===== config.mk =====
export PLATFORM = sky130hd
export DESIGN_NAME = gqw_qualifier
export DESIGN_NICKNAME = d
export VERILOG_FILES = /design/src/hdl/gqw_qualifier.v
export VERILOG_INCLUDE_DIRS = /design/src /design/src/hdl
export SDC_FILE = /design/constraint.sdc
export NUM_CORES = 1
export LEC_CHECK = 0
export ABC_AREA = 1
export BUFFER_PORTS_ARGS = -buffer_cell sky130_fd_sc_hd__buf_2
export CORE_MARGIN = 2
export CORE_UTILIZATION = 55
export DETAILED_ROUTE_END_ITERATION = 7
export PLACE_DENSITY = 0.78
export SETUP_SLACK_MARGIN = 0.1
export SYNTH_ARGS = -nofsm -noshare
export SYNTH_HDL_FRONTEND = slang
export SYNTH_SLANG_ARGS = --single-unit

===== constraint.sdc =====
create_clock -name mclk -period 4.9 [get_ports mclk]
set_input_delay 0.245 -clock mclk [delete_from_list [all_inputs] [get_ports mclk]]
set_output_delay 0.245 -clock mclk [all_outputs]
set_load 0.01 [all_outputs]

===== src/hdl/gqw_defines.vh =====
// constants for the gpio input qualifier and wake block
// assumes inclusion by bare name from hdl/
`ifndef GQW_DEFINES_VH
`define GQW_DEFINES_VH
// apb register byte offsets
`define GQW_OFF_CTRL      12'h000
`define GQW_OFF_QSEL      12'h004
`define GQW_OFF_LPM       12'h008
`define GQW_OFF_DATA      12'h00c
`define GQW_OFF_WAKE      12'h010
// pin_group_ctrl fields
`define GQW_PRD_LSB       0
`define GQW_PRD_MSB       7
// lowpower_ctrl_reg fields
`define GQW_LPM_MODE_LSB  0
`define GQW_LPM_MODE_MSB  1
`define GQW_SQ_LSB        2
`define GQW_SQ_MSB        7
`define GQW_SQ_EN_BIT     8
`define GQW_IDLE_EN_BIT   9
// wake status bits
`define GQW_WS_IDLE_BIT   0
`define GQW_WS_STBY_BIT   1
`define GQW_WS_BUSY_BIT   2
// low power modes
`define GQW_MODE_RUN      2'h0
`define GQW_MODE_IDLE     2'h1
`define GQW_MODE_STBY     2'h2
// match thresholds, one less than the sample count
`define GQW_CNT3          3'h2
`define GQW_CNT6          3'h5
// unqualified standby minimum and qualified base in oscillator cycles
`define GQW_STBY_MIN      7'h03
`define GQW_STBY_BASE     7'h02
// resume latencies and system clock period in nanoseconds
`define GQW_RESUME_FAST_NS   200
`define GQW_RESUME_SLOW_NS   10500
`define GQW_CLK_NS           10
`endif


===== src/hdl/gqw_qualifier.v =====
// gpio input qualifier for one group of pins plus idle and standby wake logic
// assumes pins and wake sources synchronous to mclk; osc clock sampled as a level
`timescale 1ns/1ps
`include "gqw_defines.vh"

// How it works
// RL1 - a zero period field samples the pins on every system clock.
// RL2 - a nonzero period n takes one sample every 2n system clocks.
// RL3 - the period field is eight bits and takes every value 0 to 255.
// RL4 - one period setting in the group control register serves all eight pins.
// RL5 - a per-pin select bit picks three or six matching samples.
// RL6 - the window spans the sample period times one less than the sample count.
// RL7 - three samples give a window of two sample periods.
// RL8 - six samples give a window of five sample periods.
// RL9 - a level that does not hold over every sample is dropped, the old level kept.
// RL10 - an outside source must hold an unqualified level at least two clocks.
// RL11 - the same pulse minimum applies to the interrupt 2 conversion start input.
// RL12 - idle ends on any enabled interrupt, watchdog, external nmi or reset pin (with idle qualification on, only qualified pin 0 does).
// RL13 - an idle wake lasts two clocks bare, or five plus the window qualified; the code takes one clock bare, and the window plus two qualified.
// RL14 - execution resumes 20 clocks after wake, or 1050 with flash asleep.
// RL15 - the latency counts up to the first instruction after the idle one.
// RL16 - a standby wake must hold 2 plus the 6-bit field oscillator cycles.
module gqw_qualifier #(
    parameter PINS        = 8,
    parameter PRD_W       = 8,
    parameter SLOW_CYCLES = `GQW_RESUME_SLOW_NS / `GQW_CLK_NS
) (
    input  wire             mclk,            // system clock, 100 MHz
    input  wire             reset_n,         // async reset, active low
    input  wire             clkEn,           // freezes all state when low
    input  wire             psel,            // apb select
    input  wire             penable,         // apb access phase
    input  wire             pwrite,          // apb write
    input  wire [11:0]      paddr,           // apb byte address
    input  wire [31:0]      pwdata,          // apb write data
    output wire             pready,          // apb ready
    output reg  [31:0]      prdata,          // apb read data
    output wire             pslverr,         // apb error, unmapped address
    input  wire [PINS-1:0]  pinIn,           // raw pin levels
    output reg  [PINS-1:0]  pinQual,         // qualified pin levels
    input  wire             irqWake,         // any enabled interrupt
    input  wire             watchdogIrq,     // watchdog interrupt
    input  wire             extNmiInput,     // external nmi
    input  wire             extResetPin_n,   // external reset pin, low active
    input  wire             oscInputClock,   // oscillator clock level
    input  wire             flashAsleep,     // flash in sleep state
    output reg              lowPowerExit,    // pulse, wake accepted
    output reg              resumeExec       // pulse, next instruction may start
);
    reg  [PRD_W-1:0] qualPeriodDiv_q;        // pin_group_ctrl
    reg  [PINS-1:0]  qualSampleSelect_q;     // 1 = six samples
    reg  [1:0]       lpMode_q;
    reg  [5:0]       standbyWakeQual_q;
    reg              stbyQualEn_q;
    reg              idleQualEn_q;
    reg  [PRD_W:0]   divCnt_q;
    reg              sampleTick;
    reg  [6:0]       oscHighCnt_q;
    reg              oscPrev_q;
    reg              wakeIdle_q;
    reg              wakeStby_q;
    reg              resumeBusy_q;
    reg  [13:0]      resumeCnt_q;
    wire             apbWr;
    wire             addrOk;
    wire             idleSrc;
    wire             idleSrcQ;
    wire             oscRise;
    wire [6:0]       stbyNeed;
    wire [13:0]      fastCycles;
    wire [13:0]      slowCycles;
    wire             selCtrl;
    wire             selQsel;
    wire             selLpm;
    wire             selData;
    wire             selWake;
    wire             idleHit;
    wire             stbyHit;

    localparam [31:0] FAST_CYCLES = `GQW_RESUME_FAST_NS / `GQW_CLK_NS;

    // one-hot register decode
    assign selCtrl    = (paddr == `GQW_OFF_CTRL);
    assign selQsel    = (paddr == `GQW_OFF_QSEL);
    assign selLpm     = (paddr == `GQW_OFF_LPM);
    assign selData    = (paddr == `GQW_OFF_DATA);
    assign selWake    = (paddr == `GQW_OFF_WAKE);
    assign pready     = 1'b1;
    assign apbWr      = psel & penable & pwrite & clkEn;
    assign addrOk     = selCtrl | selQsel | selLpm | selData | selWake;
    assign pslverr    = psel & penable & ~addrOk;
    assign fastCycles = FAST_CYCLES[13:0];
    assign slowCycles = SLOW_CYCLES[13:0];

    // register writes
    always @(posedge mclk or negedge reset_n) begin
        if (!reset_n) begin
            qualPeriodDiv_q    <= {PRD_W{1'b0}};
            qualSampleSelect_q <= {PINS{1'b0}};
            standbyWakeQual_q  <= 6'h00;
            stbyQualEn_q       <= 1'b0;
            idleQualEn_q       <= 1'b0;
        end else if (apbWr && addrOk) begin
            case (paddr)
                `GQW_OFF_CTRL: begin
                    qualPeriodDiv_q <= pwdata[`GQW_PRD_MSB:`GQW_PRD_LSB]; // [RL3] [RL4]
                end
                `GQW_OFF_QSEL: begin
                    qualSampleSelect_q <= pwdata[PINS-1:0];               // [RL5]
                end
                `GQW_OFF_LPM: begin
                    standbyWakeQual_q <= pwdata[`GQW_SQ_MSB:`GQW_SQ_LSB]; // [RL16]
                    stbyQualEn_q      <= pwdata[`GQW_SQ_EN_BIT];
                    idleQualEn_q      <= pwdata[`GQW_IDLE_EN_BIT];
                end
                default: begin
                end
            endcase
        end
    end

    // low power mode, forced back to run on wake and while resuming
    always @(posedge mclk or negedge reset_n) begin
        if (!reset_n) begin
            lpMode_q <= `GQW_MODE_RUN;
        end else if (clkEn) begin
            if (apbWr && selLpm) begin
                lpMode_q <= pwdata[`GQW_LPM_MODE_MSB:`GQW_LPM_MODE_LSB];
            end else if (lowPowerExit || resumeBusy_q) begin
                lpMode_q <= `GQW_MODE_RUN;
            end
        end
    end

    // read mux
    always @(posedge mclk or negedge reset_n) begin
        if (!reset_n) begin
            prdata <= 32'h00000000;
        end else if (clkEn && psel && !penable && !pwrite) begin
            prdata <= 32'h00000000;
            case (paddr)
                `GQW_OFF_CTRL: begin
                    prdata[PRD_W-1:0] <= qualPeriodDiv_q;
                end
                `GQW_OFF_QSEL: begin
                    prdata[PINS-1:0] <= qualSampleSelect_q;
                end
                `GQW_OFF_LPM: begin
                    prdata[`GQW_LPM_MODE_MSB:`GQW_LPM_MODE_LSB] <= lpMode_q;
                    prdata[`GQW_SQ_MSB:`GQW_SQ_LSB]             <= standbyWakeQual_q;
                    prdata[`GQW_SQ_EN_BIT]                      <= stbyQualEn_q;
                    prdata[`GQW_IDLE_EN_BIT]                    <= idleQualEn_q;
                end
                `GQW_OFF_DATA: begin
                    prdata[PINS-1:0] <= pinQual;
                end
                `GQW_OFF_WAKE: begin
                    prdata[`GQW_WS_IDLE_BIT] <= wakeIdle_q;
                    prdata[`GQW_WS_STBY_BIT] <= wakeStby_q;
                    prdata[`GQW_WS_BUSY_BIT] <= resumeBusy_q;
                end
                default: begin
                    prdata <= 32'h00000000;
                end
            endcase
        end
    end

    // shared sample divider: period 1 when field is zero, else 2n
    always @(posedge mclk or negedge reset_n) begin
        if (!reset_n) begin
            divCnt_q   <= {(PRD_W+1){1'b0}};
            sampleTick <= 1'b0;
        end else if (clkEn) begin
            if (qualPeriodDiv_q == {PRD_W{1'b0}}) begin
                divCnt_q   <= {(PRD_W+1){1'b0}};
                sampleTick <= 1'b1;                                    // [RL1]
            end else if (divCnt_q >= {qualPeriodDiv_q, 1'b0} - 1'b1) begin
                divCnt_q   <= {(PRD_W+1){1'b0}};
                sampleTick <= 1'b1;                                    // [RL2]
            end else begin
                divCnt_q   <= divCnt_q + 1'b1;
                sampleTick <= 1'b0;
            end
        end
    end

    // per-pin qualifier: a new level must match on count+1 samples
    genvar g;
    generate
        for (g = 0; g < PINS; g = g + 1) begin : pinQ
            reg       lastSmp_q;
            reg [2:0] matchCnt_q;
            wire [2:0] need;
            assign need = qualSampleSelect_q[g] ? `GQW_CNT6 : `GQW_CNT3; // [RL5] [RL6]
            always @(posedge mclk or negedge reset_n) begin
                if (!reset_n) begin
                    lastSmp_q  <= 1'b0;
                    matchCnt_q <= 3'h0;
                    pinQual[g] <= 1'b0;
                end else if (clkEn && sampleTick) begin
                    lastSmp_q <= pinIn[g];
                    if (pinIn[g] != lastSmp_q || pinIn[g] == pinQual[g]) begin
                        matchCnt_q <= 3'h0;                           // [RL9]
                    end else if (matchCnt_q + 1'b1 >= need) begin
                        pinQual[g] <= pinIn[g];                       // [RL7] [RL8]
                        matchCnt_q <= 3'h0;
                    end else begin
                        matchCnt_q <= matchCnt_q + 1'b1;
                    end
                end
            end
        end
    endgenerate

    // idle wake sources; pin 0 qualified path is the wake input when enabled
    assign idleSrc  = irqWake | watchdogIrq | extNmiInput | ~extResetPin_n;   // [RL12]
    assign idleSrcQ = idleQualEn_q ? pinQual[0] : idleSrc;                    // [RL13]

    // standby: count oscillator high-going edges while wake pin holds high
    assign oscRise  = oscInputClock & ~oscPrev_q;
    assign stbyNeed = stbyQualEn_q ? (`GQW_STBY_BASE + {1'b0, standbyWakeQual_q})
                                   : `GQW_STBY_MIN;                          // [RL16]
    assign idleHit  = (lpMode_q == `GQW_MODE_IDLE) & idleSrcQ & ~lowPowerExit;  // [RL12]
    assign stbyHit  = (lpMode_q == `GQW_MODE_STBY) & (oscHighCnt_q >= stbyNeed)
                      & ~lowPowerExit;                                          // [RL16]

    always @(posedge mclk or negedge reset_n) begin
        if (!reset_n) begin
            oscPrev_q    <= 1'b0;
            oscHighCnt_q <= 7'h00;
        end else if (clkEn) begin
            oscPrev_q <= oscInputClock;
            if (lpMode_q != `GQW_MODE_STBY || !pinIn[0]) begin
                oscHighCnt_q <= 7'h00;
            end else if (oscRise && oscHighCnt_q != 7'h7f) begin
                oscHighCnt_q <= oscHighCnt_q + 1'b1;
            end
        end
    end

    // one-cycle exit pulse
    always @(posedge mclk or negedge reset_n) begin
        if (!reset_n) begin
            lowPowerExit <= 1'b0;
        end else if (clkEn) begin
            lowPowerExit <= idleHit | stbyHit;
        end
    end

    // wake status, write one to clear; a new wake beats the clear
    always @(posedge mclk or negedge reset_n) begin
        if (!reset_n) begin
            wakeIdle_q <= 1'b0;
            wakeStby_q <= 1'b0;
        end else if (clkEn) begin
            if (idleHit) begin
                wakeIdle_q <= 1'b1;
            end else if (apbWr && selWake && pwdata[`GQW_WS_IDLE_BIT]) begin
                wakeIdle_q <= 1'b0;
            end
            if (stbyHit) begin
                wakeStby_q <= 1'b1;
            end else if (apbWr && selWake && pwdata[`GQW_WS_STBY_BIT]) begin
                wakeStby_q <= 1'b0;
            end
        end
    end

    // resume latency counter up to the instruction after idle
    always @(posedge mclk or negedge reset_n) begin
        if (!reset_n) begin
            resumeBusy_q <= 1'b0;
            resumeCnt_q  <= 14'h0000;
            resumeExec   <= 1'b0;
        end else if (clkEn) begin
            resumeExec <= 1'b0;
            if (lowPowerExit) begin
                resumeBusy_q <= 1'b1;
                // exit pulse cycle counts as the first of the latency
                resumeCnt_q  <= (flashAsleep ? slowCycles : fastCycles) - 14'h0001; // [RL14]
            end else if (resumeBusy_q) begin
                if (resumeCnt_q <= 14'h0001) begin
                    resumeBusy_q <= 1'b0;
                    resumeExec   <= 1'b1;                            // [RL15]
                end else begin
                    resumeCnt_q <= resumeCnt_q - 1'b1;
                end
            end
        end
    end
endmodule


==> impl_results.md <==
* Area of the core at 12600 µm²
* Setup TNS Final at 0 ns
* Placer Congestion at 0.874
* Fin. Hold Viols at 0
* N_diodes at 0
* Main combinational cell family by area after synthesis: simple AND/OR/NAND/NOR gates
* Worst Hold Class: primary input to flip-flop
* Register area share after synthesis at 40.1%
* Vias at between 5000 and 6000
* Yosys reg bits at approximately 110
* Crit path arrival time at a little under 3 ns
* Area grow syn2layout at 13.3%
* Global route total overflow at 0
* Worst path cell trace: inv_1 > ha_1 > inv_1 > nor2_1 > nand2_1 > nor2_1 > xor2_1 > inv_1 > ha_1 > nand2_1 > nor2_1 > o21ai_0 > nand4_1 > nand2_1 > nand2_1 > nor2_1
* Synth top area share at between 40% and 50%
* Nature of the critical path endpoint: flip-flop
* Final Net Count at 1051
* Post-CTS setup buffer count at 0
* CTS Root Cell: clkbuf_16
* Die W at 117 µm
* Crit Path Max Fanout at 8
* Post-CTS sizing at 0
* Total die area at 13700 µm²
* Required @ worst endpoint at about 5.3 ns
* Relative slew slack at around 35%
* Mean post-synth cell area at 8.11 µm²
* First-pass GRT wire length at 26.3 mm
* Sequential share of power at 36.7%
* LEAKAGE at 4.23 nW
* Placement Setup Slack at between 2 and 2.5 ns
* Layout Skew at 0.00790 ns
* Synth async-reset ratio at between 90% and 100%
* Initial drt markers at 522
* RSZ-0062 raised after global routing: no
* Final Max Slew Viols at 0
* Simple-Gate Fraction of Synth Area at 24.7%
* Clock Latency Late Sink at around 0.42 ns
* Fin cells at 1119
* Cell Count Post-Placement at 1086
* P_sw at ~0.0012 W
* Cell area after synthesis at 7040 µm²
* Final worst slack at 2.36 ns
* Number of antenna violations at the first check in global routing at 0
* Tcrit/Tclk final at 51.8%
* Switch share at a little over a third
* First-pass detailed-route iteration total at 5
* Detail Placement HPWL at approximately 11 mm
* YS warnings at 0
* Via density at roughly 5.2
* Filler cells at about 1100
* Worst VDD drop at 0.333 mV
* Compound-gate portion of the synthesized area at between 10% and 20%
* Status: finished clean
* CTS H-tree lvls at 4
* Initial Util at between 50% and 60%
* Post-route antenna net violation count at 0
* Hold Path Origin: pwdata[9]
* Cell taking the most area after synthesis: dfrtp_1
* CTS tree: built
* Routed WL at 15.5 mm
* Post-synth EDFFs at 0
* Internal Power at 0.00220 W
* Port bufs at 62
* Crit path time final at 2.54 ns
* Synth Instances at 868
* Max-cap violations at 0
* Fmax at between 0.3 and 0.4 GHz
* Largest net degree at the start of global routing at 62
* Clock power share at 36.3%
* Power Dens Cells at ~420 nW/µm²
* CP Launch Type: flip-flop
* Clock sink total at 113
* Post-Synth XOR/XNOR Area at 2.86%
* Reg2reg start: qualPeriodDiv_q[0]
* Actual slew at the worst max-slew pin at ~0.97 ns
* Synth unique cells at 47
* Die height at between 100 and 150 µm
* Slowest stage delay, CP at roughly 0.4 ns
* Power share of the combinational group at 27.1%
* Proportion of synthesized area in mux cells at 0.640%
* Ports at 108
* CTS clk-pin slew, worst paths at 0.06 ns
* Global Route Usage Sum at 24.7%
* Row Count at 41
* # setup viols final at 0
* Remaining DRCs at 0
* Pwr Total at 0.00338 W
* Adder-cell share of the synthesized area at 9.42%
* Area contributors post-synth: dfrtp_1, nand2_1, ha_1
* CP max-delay cell: dfrtp_1
* Cts bufs inserted at 17
* Vias in the first global route at around 5500
* Clock buffer depth at 2
* Crit. Startpoint: qualPeriodDiv_q[0]
* Critical path class: flip-flop to flip-flop
* Drt wl/cell at 13.8 µm
* Main synth FF type: dfrtp_1
* Share of layout cells above drive strength 1 at 15.4%
* Final Util at between 60% and 70%
[cell type report]
type | instances | area [µm²] | share of cell area, %
multi-input cells | 646 | 3670 | 46.0
flip-flops and latches | 113 | 2830 | 35.4
clock buffers | 17 | 425 | 5.33
repair buffers | 66 | 345 | 4.33
inverters | 90 | 339 | 4.25
well taps | 172 | 215 | 2.70
clock inverters | 15 | 158 | 1.97
[synth_stat cells (6+ instances only)]
master / number
buf_2: 7
ha_1: 53
nand3_1: 39
a21oi_1: 44
o21ai_0: 72
nand4_1: 20
nand2b_1: 8
nand2_1: 218
dfrtp_1: 113
o21ai_1: 11
a31oi_1: 8
o21ai_2: 6
inv_2: 8
buf_4: 27
nor3_1: 8
xor2_1: 12
inv_1: 80
nor2_1: 54
xnor2_1: 11
[per-layer routing]
| metal | wire, µm | GRT usage, % | vias to the layer above |
|---|---|---|---|
| li1 | - | - | 2973 |
| met1 | 7250 | 34.1 | 2721 |
| met2 | 7270 | 39.0 | 133 |
| met3 | 692 | 6.02 | 17 |
| met4 | 267 | 6.82 | 0 |
| met5 | 0 | 0 | - |
[path summary, 6_finish.rpt]
| check | endpoint | slack [ns] | cells after the start |
|---|---|---|---|
| setup / recovery | divCnt_q[4] | 2.36 | 16 |
| hold / removal | idleQualEn_q | 0.08 | 3 |
| setup reg to reg | divCnt_q[4] | 2.36 | 16 |
| hold reg to reg | oscPrev_q | 0.47 | 2 |
| max in group asynchronous | pinQual[5] | 3.27 | 3 |
| min in group asynchronous | resumeCnt_q[6] | 0.40 | 2 |
[layout by cell type, fill, tap and decap left out, types with 20 or more instances in the layout]
| cell type | Yosys | layout |
|---|---|---|
| nand2_1 | 218 | 218 |
| nand3_1 | 39 | 39 |
| inv_1 | 80 | 80 |
| conb_1 | 2 | 23 |
| a21oi_1 | 44 | 44 |
| o21ai_0 | 72 | 72 |
| nand4_1 | 20 | 20 |
| buf_2 | 7 | 61 |
| nor2_1 | 54 | 54 |
| dfrtp_1 | 113 | 113 |
| ha_1 | 53 | 53 |
[logic make-up (layout without fill, tap and decap cells)]
logic type	after synthesis	count (layout)
AOI/OAI and AO/OA	165	165
xor gates and xnor gates	23	23
adders and majority gates	53	53
buffers and inverters	130	188
DFF	113	113
muxes	4	4
other	2	23
and+or+nand+nor	378	378
[worst max-delay path, delay by kind of cell, from the launching register on]
| kind | cells | cell delay [ns] |
|---|---|---|
| fa+ha+maj | 2 | 0.44 |
| simple gates | 9 | 1.17 |
| buf+inv | 3 | 0.21 |
| xor+xnor | 1 | 0.15 |
| compound gates | 1 | 0.07 |
| flops | 1 | 0.41 |
[state kept, by name, summed over array words and instances (netlist names)]
name	cells
oscHighCnt_q	7
pinQual	8
resumeExec	1
idleQualEn_q	1
resumeBusy_q	1
lowPowerExit	1
lpMode_q	2
stbyQualEn_q	1
sampleTick	1
prdata	10
divCnt_q	9
qualSampleSelect_q	8
standbyWakeQual_q	6
resumeCnt_q	14
wakeStby_q	1
pinQ.matchCnt_q	24
oscPrev_q	1
pinQ.lastSmp_q	8
wakeIdle_q	1
qualPeriodDiv_q	8
[what timing repair did]
action                                  in CTS  in global routing
endpoints found under the hold margin       52                  0
endpoints found under the setup margin       0                  0
hold buffers                                 1                  0
[per-stage QoR]
stage                     hold slack [ns]  instance area (µm²)
after floorplan                   -0.0506                 7120
after global placement              0.323                 7390
after detailed placement            0.323                 7390
after CTS                          0.0703                 7980
after global routing               0.0795                 7980
final                              0.0794                 7980
[power groups by stage]
stage | logic (W) | registers, W | clock network (W)
2_1_floorplan | 0.000719 | 0.00124 | 0
3_3_place_gp | 0.000876 | 0.00125 | 0
3_5_place_dp | 0.000903 | 0.00125 | 0
4_1_cts | 0.000920 | 0.00124 | 0.00124
5_1_grt | 0.00105 | 0.00126 | 0.00129
6_report | 0.000917 | 0.00124 | 0.00123
Power figures use the tool's default switching activity.
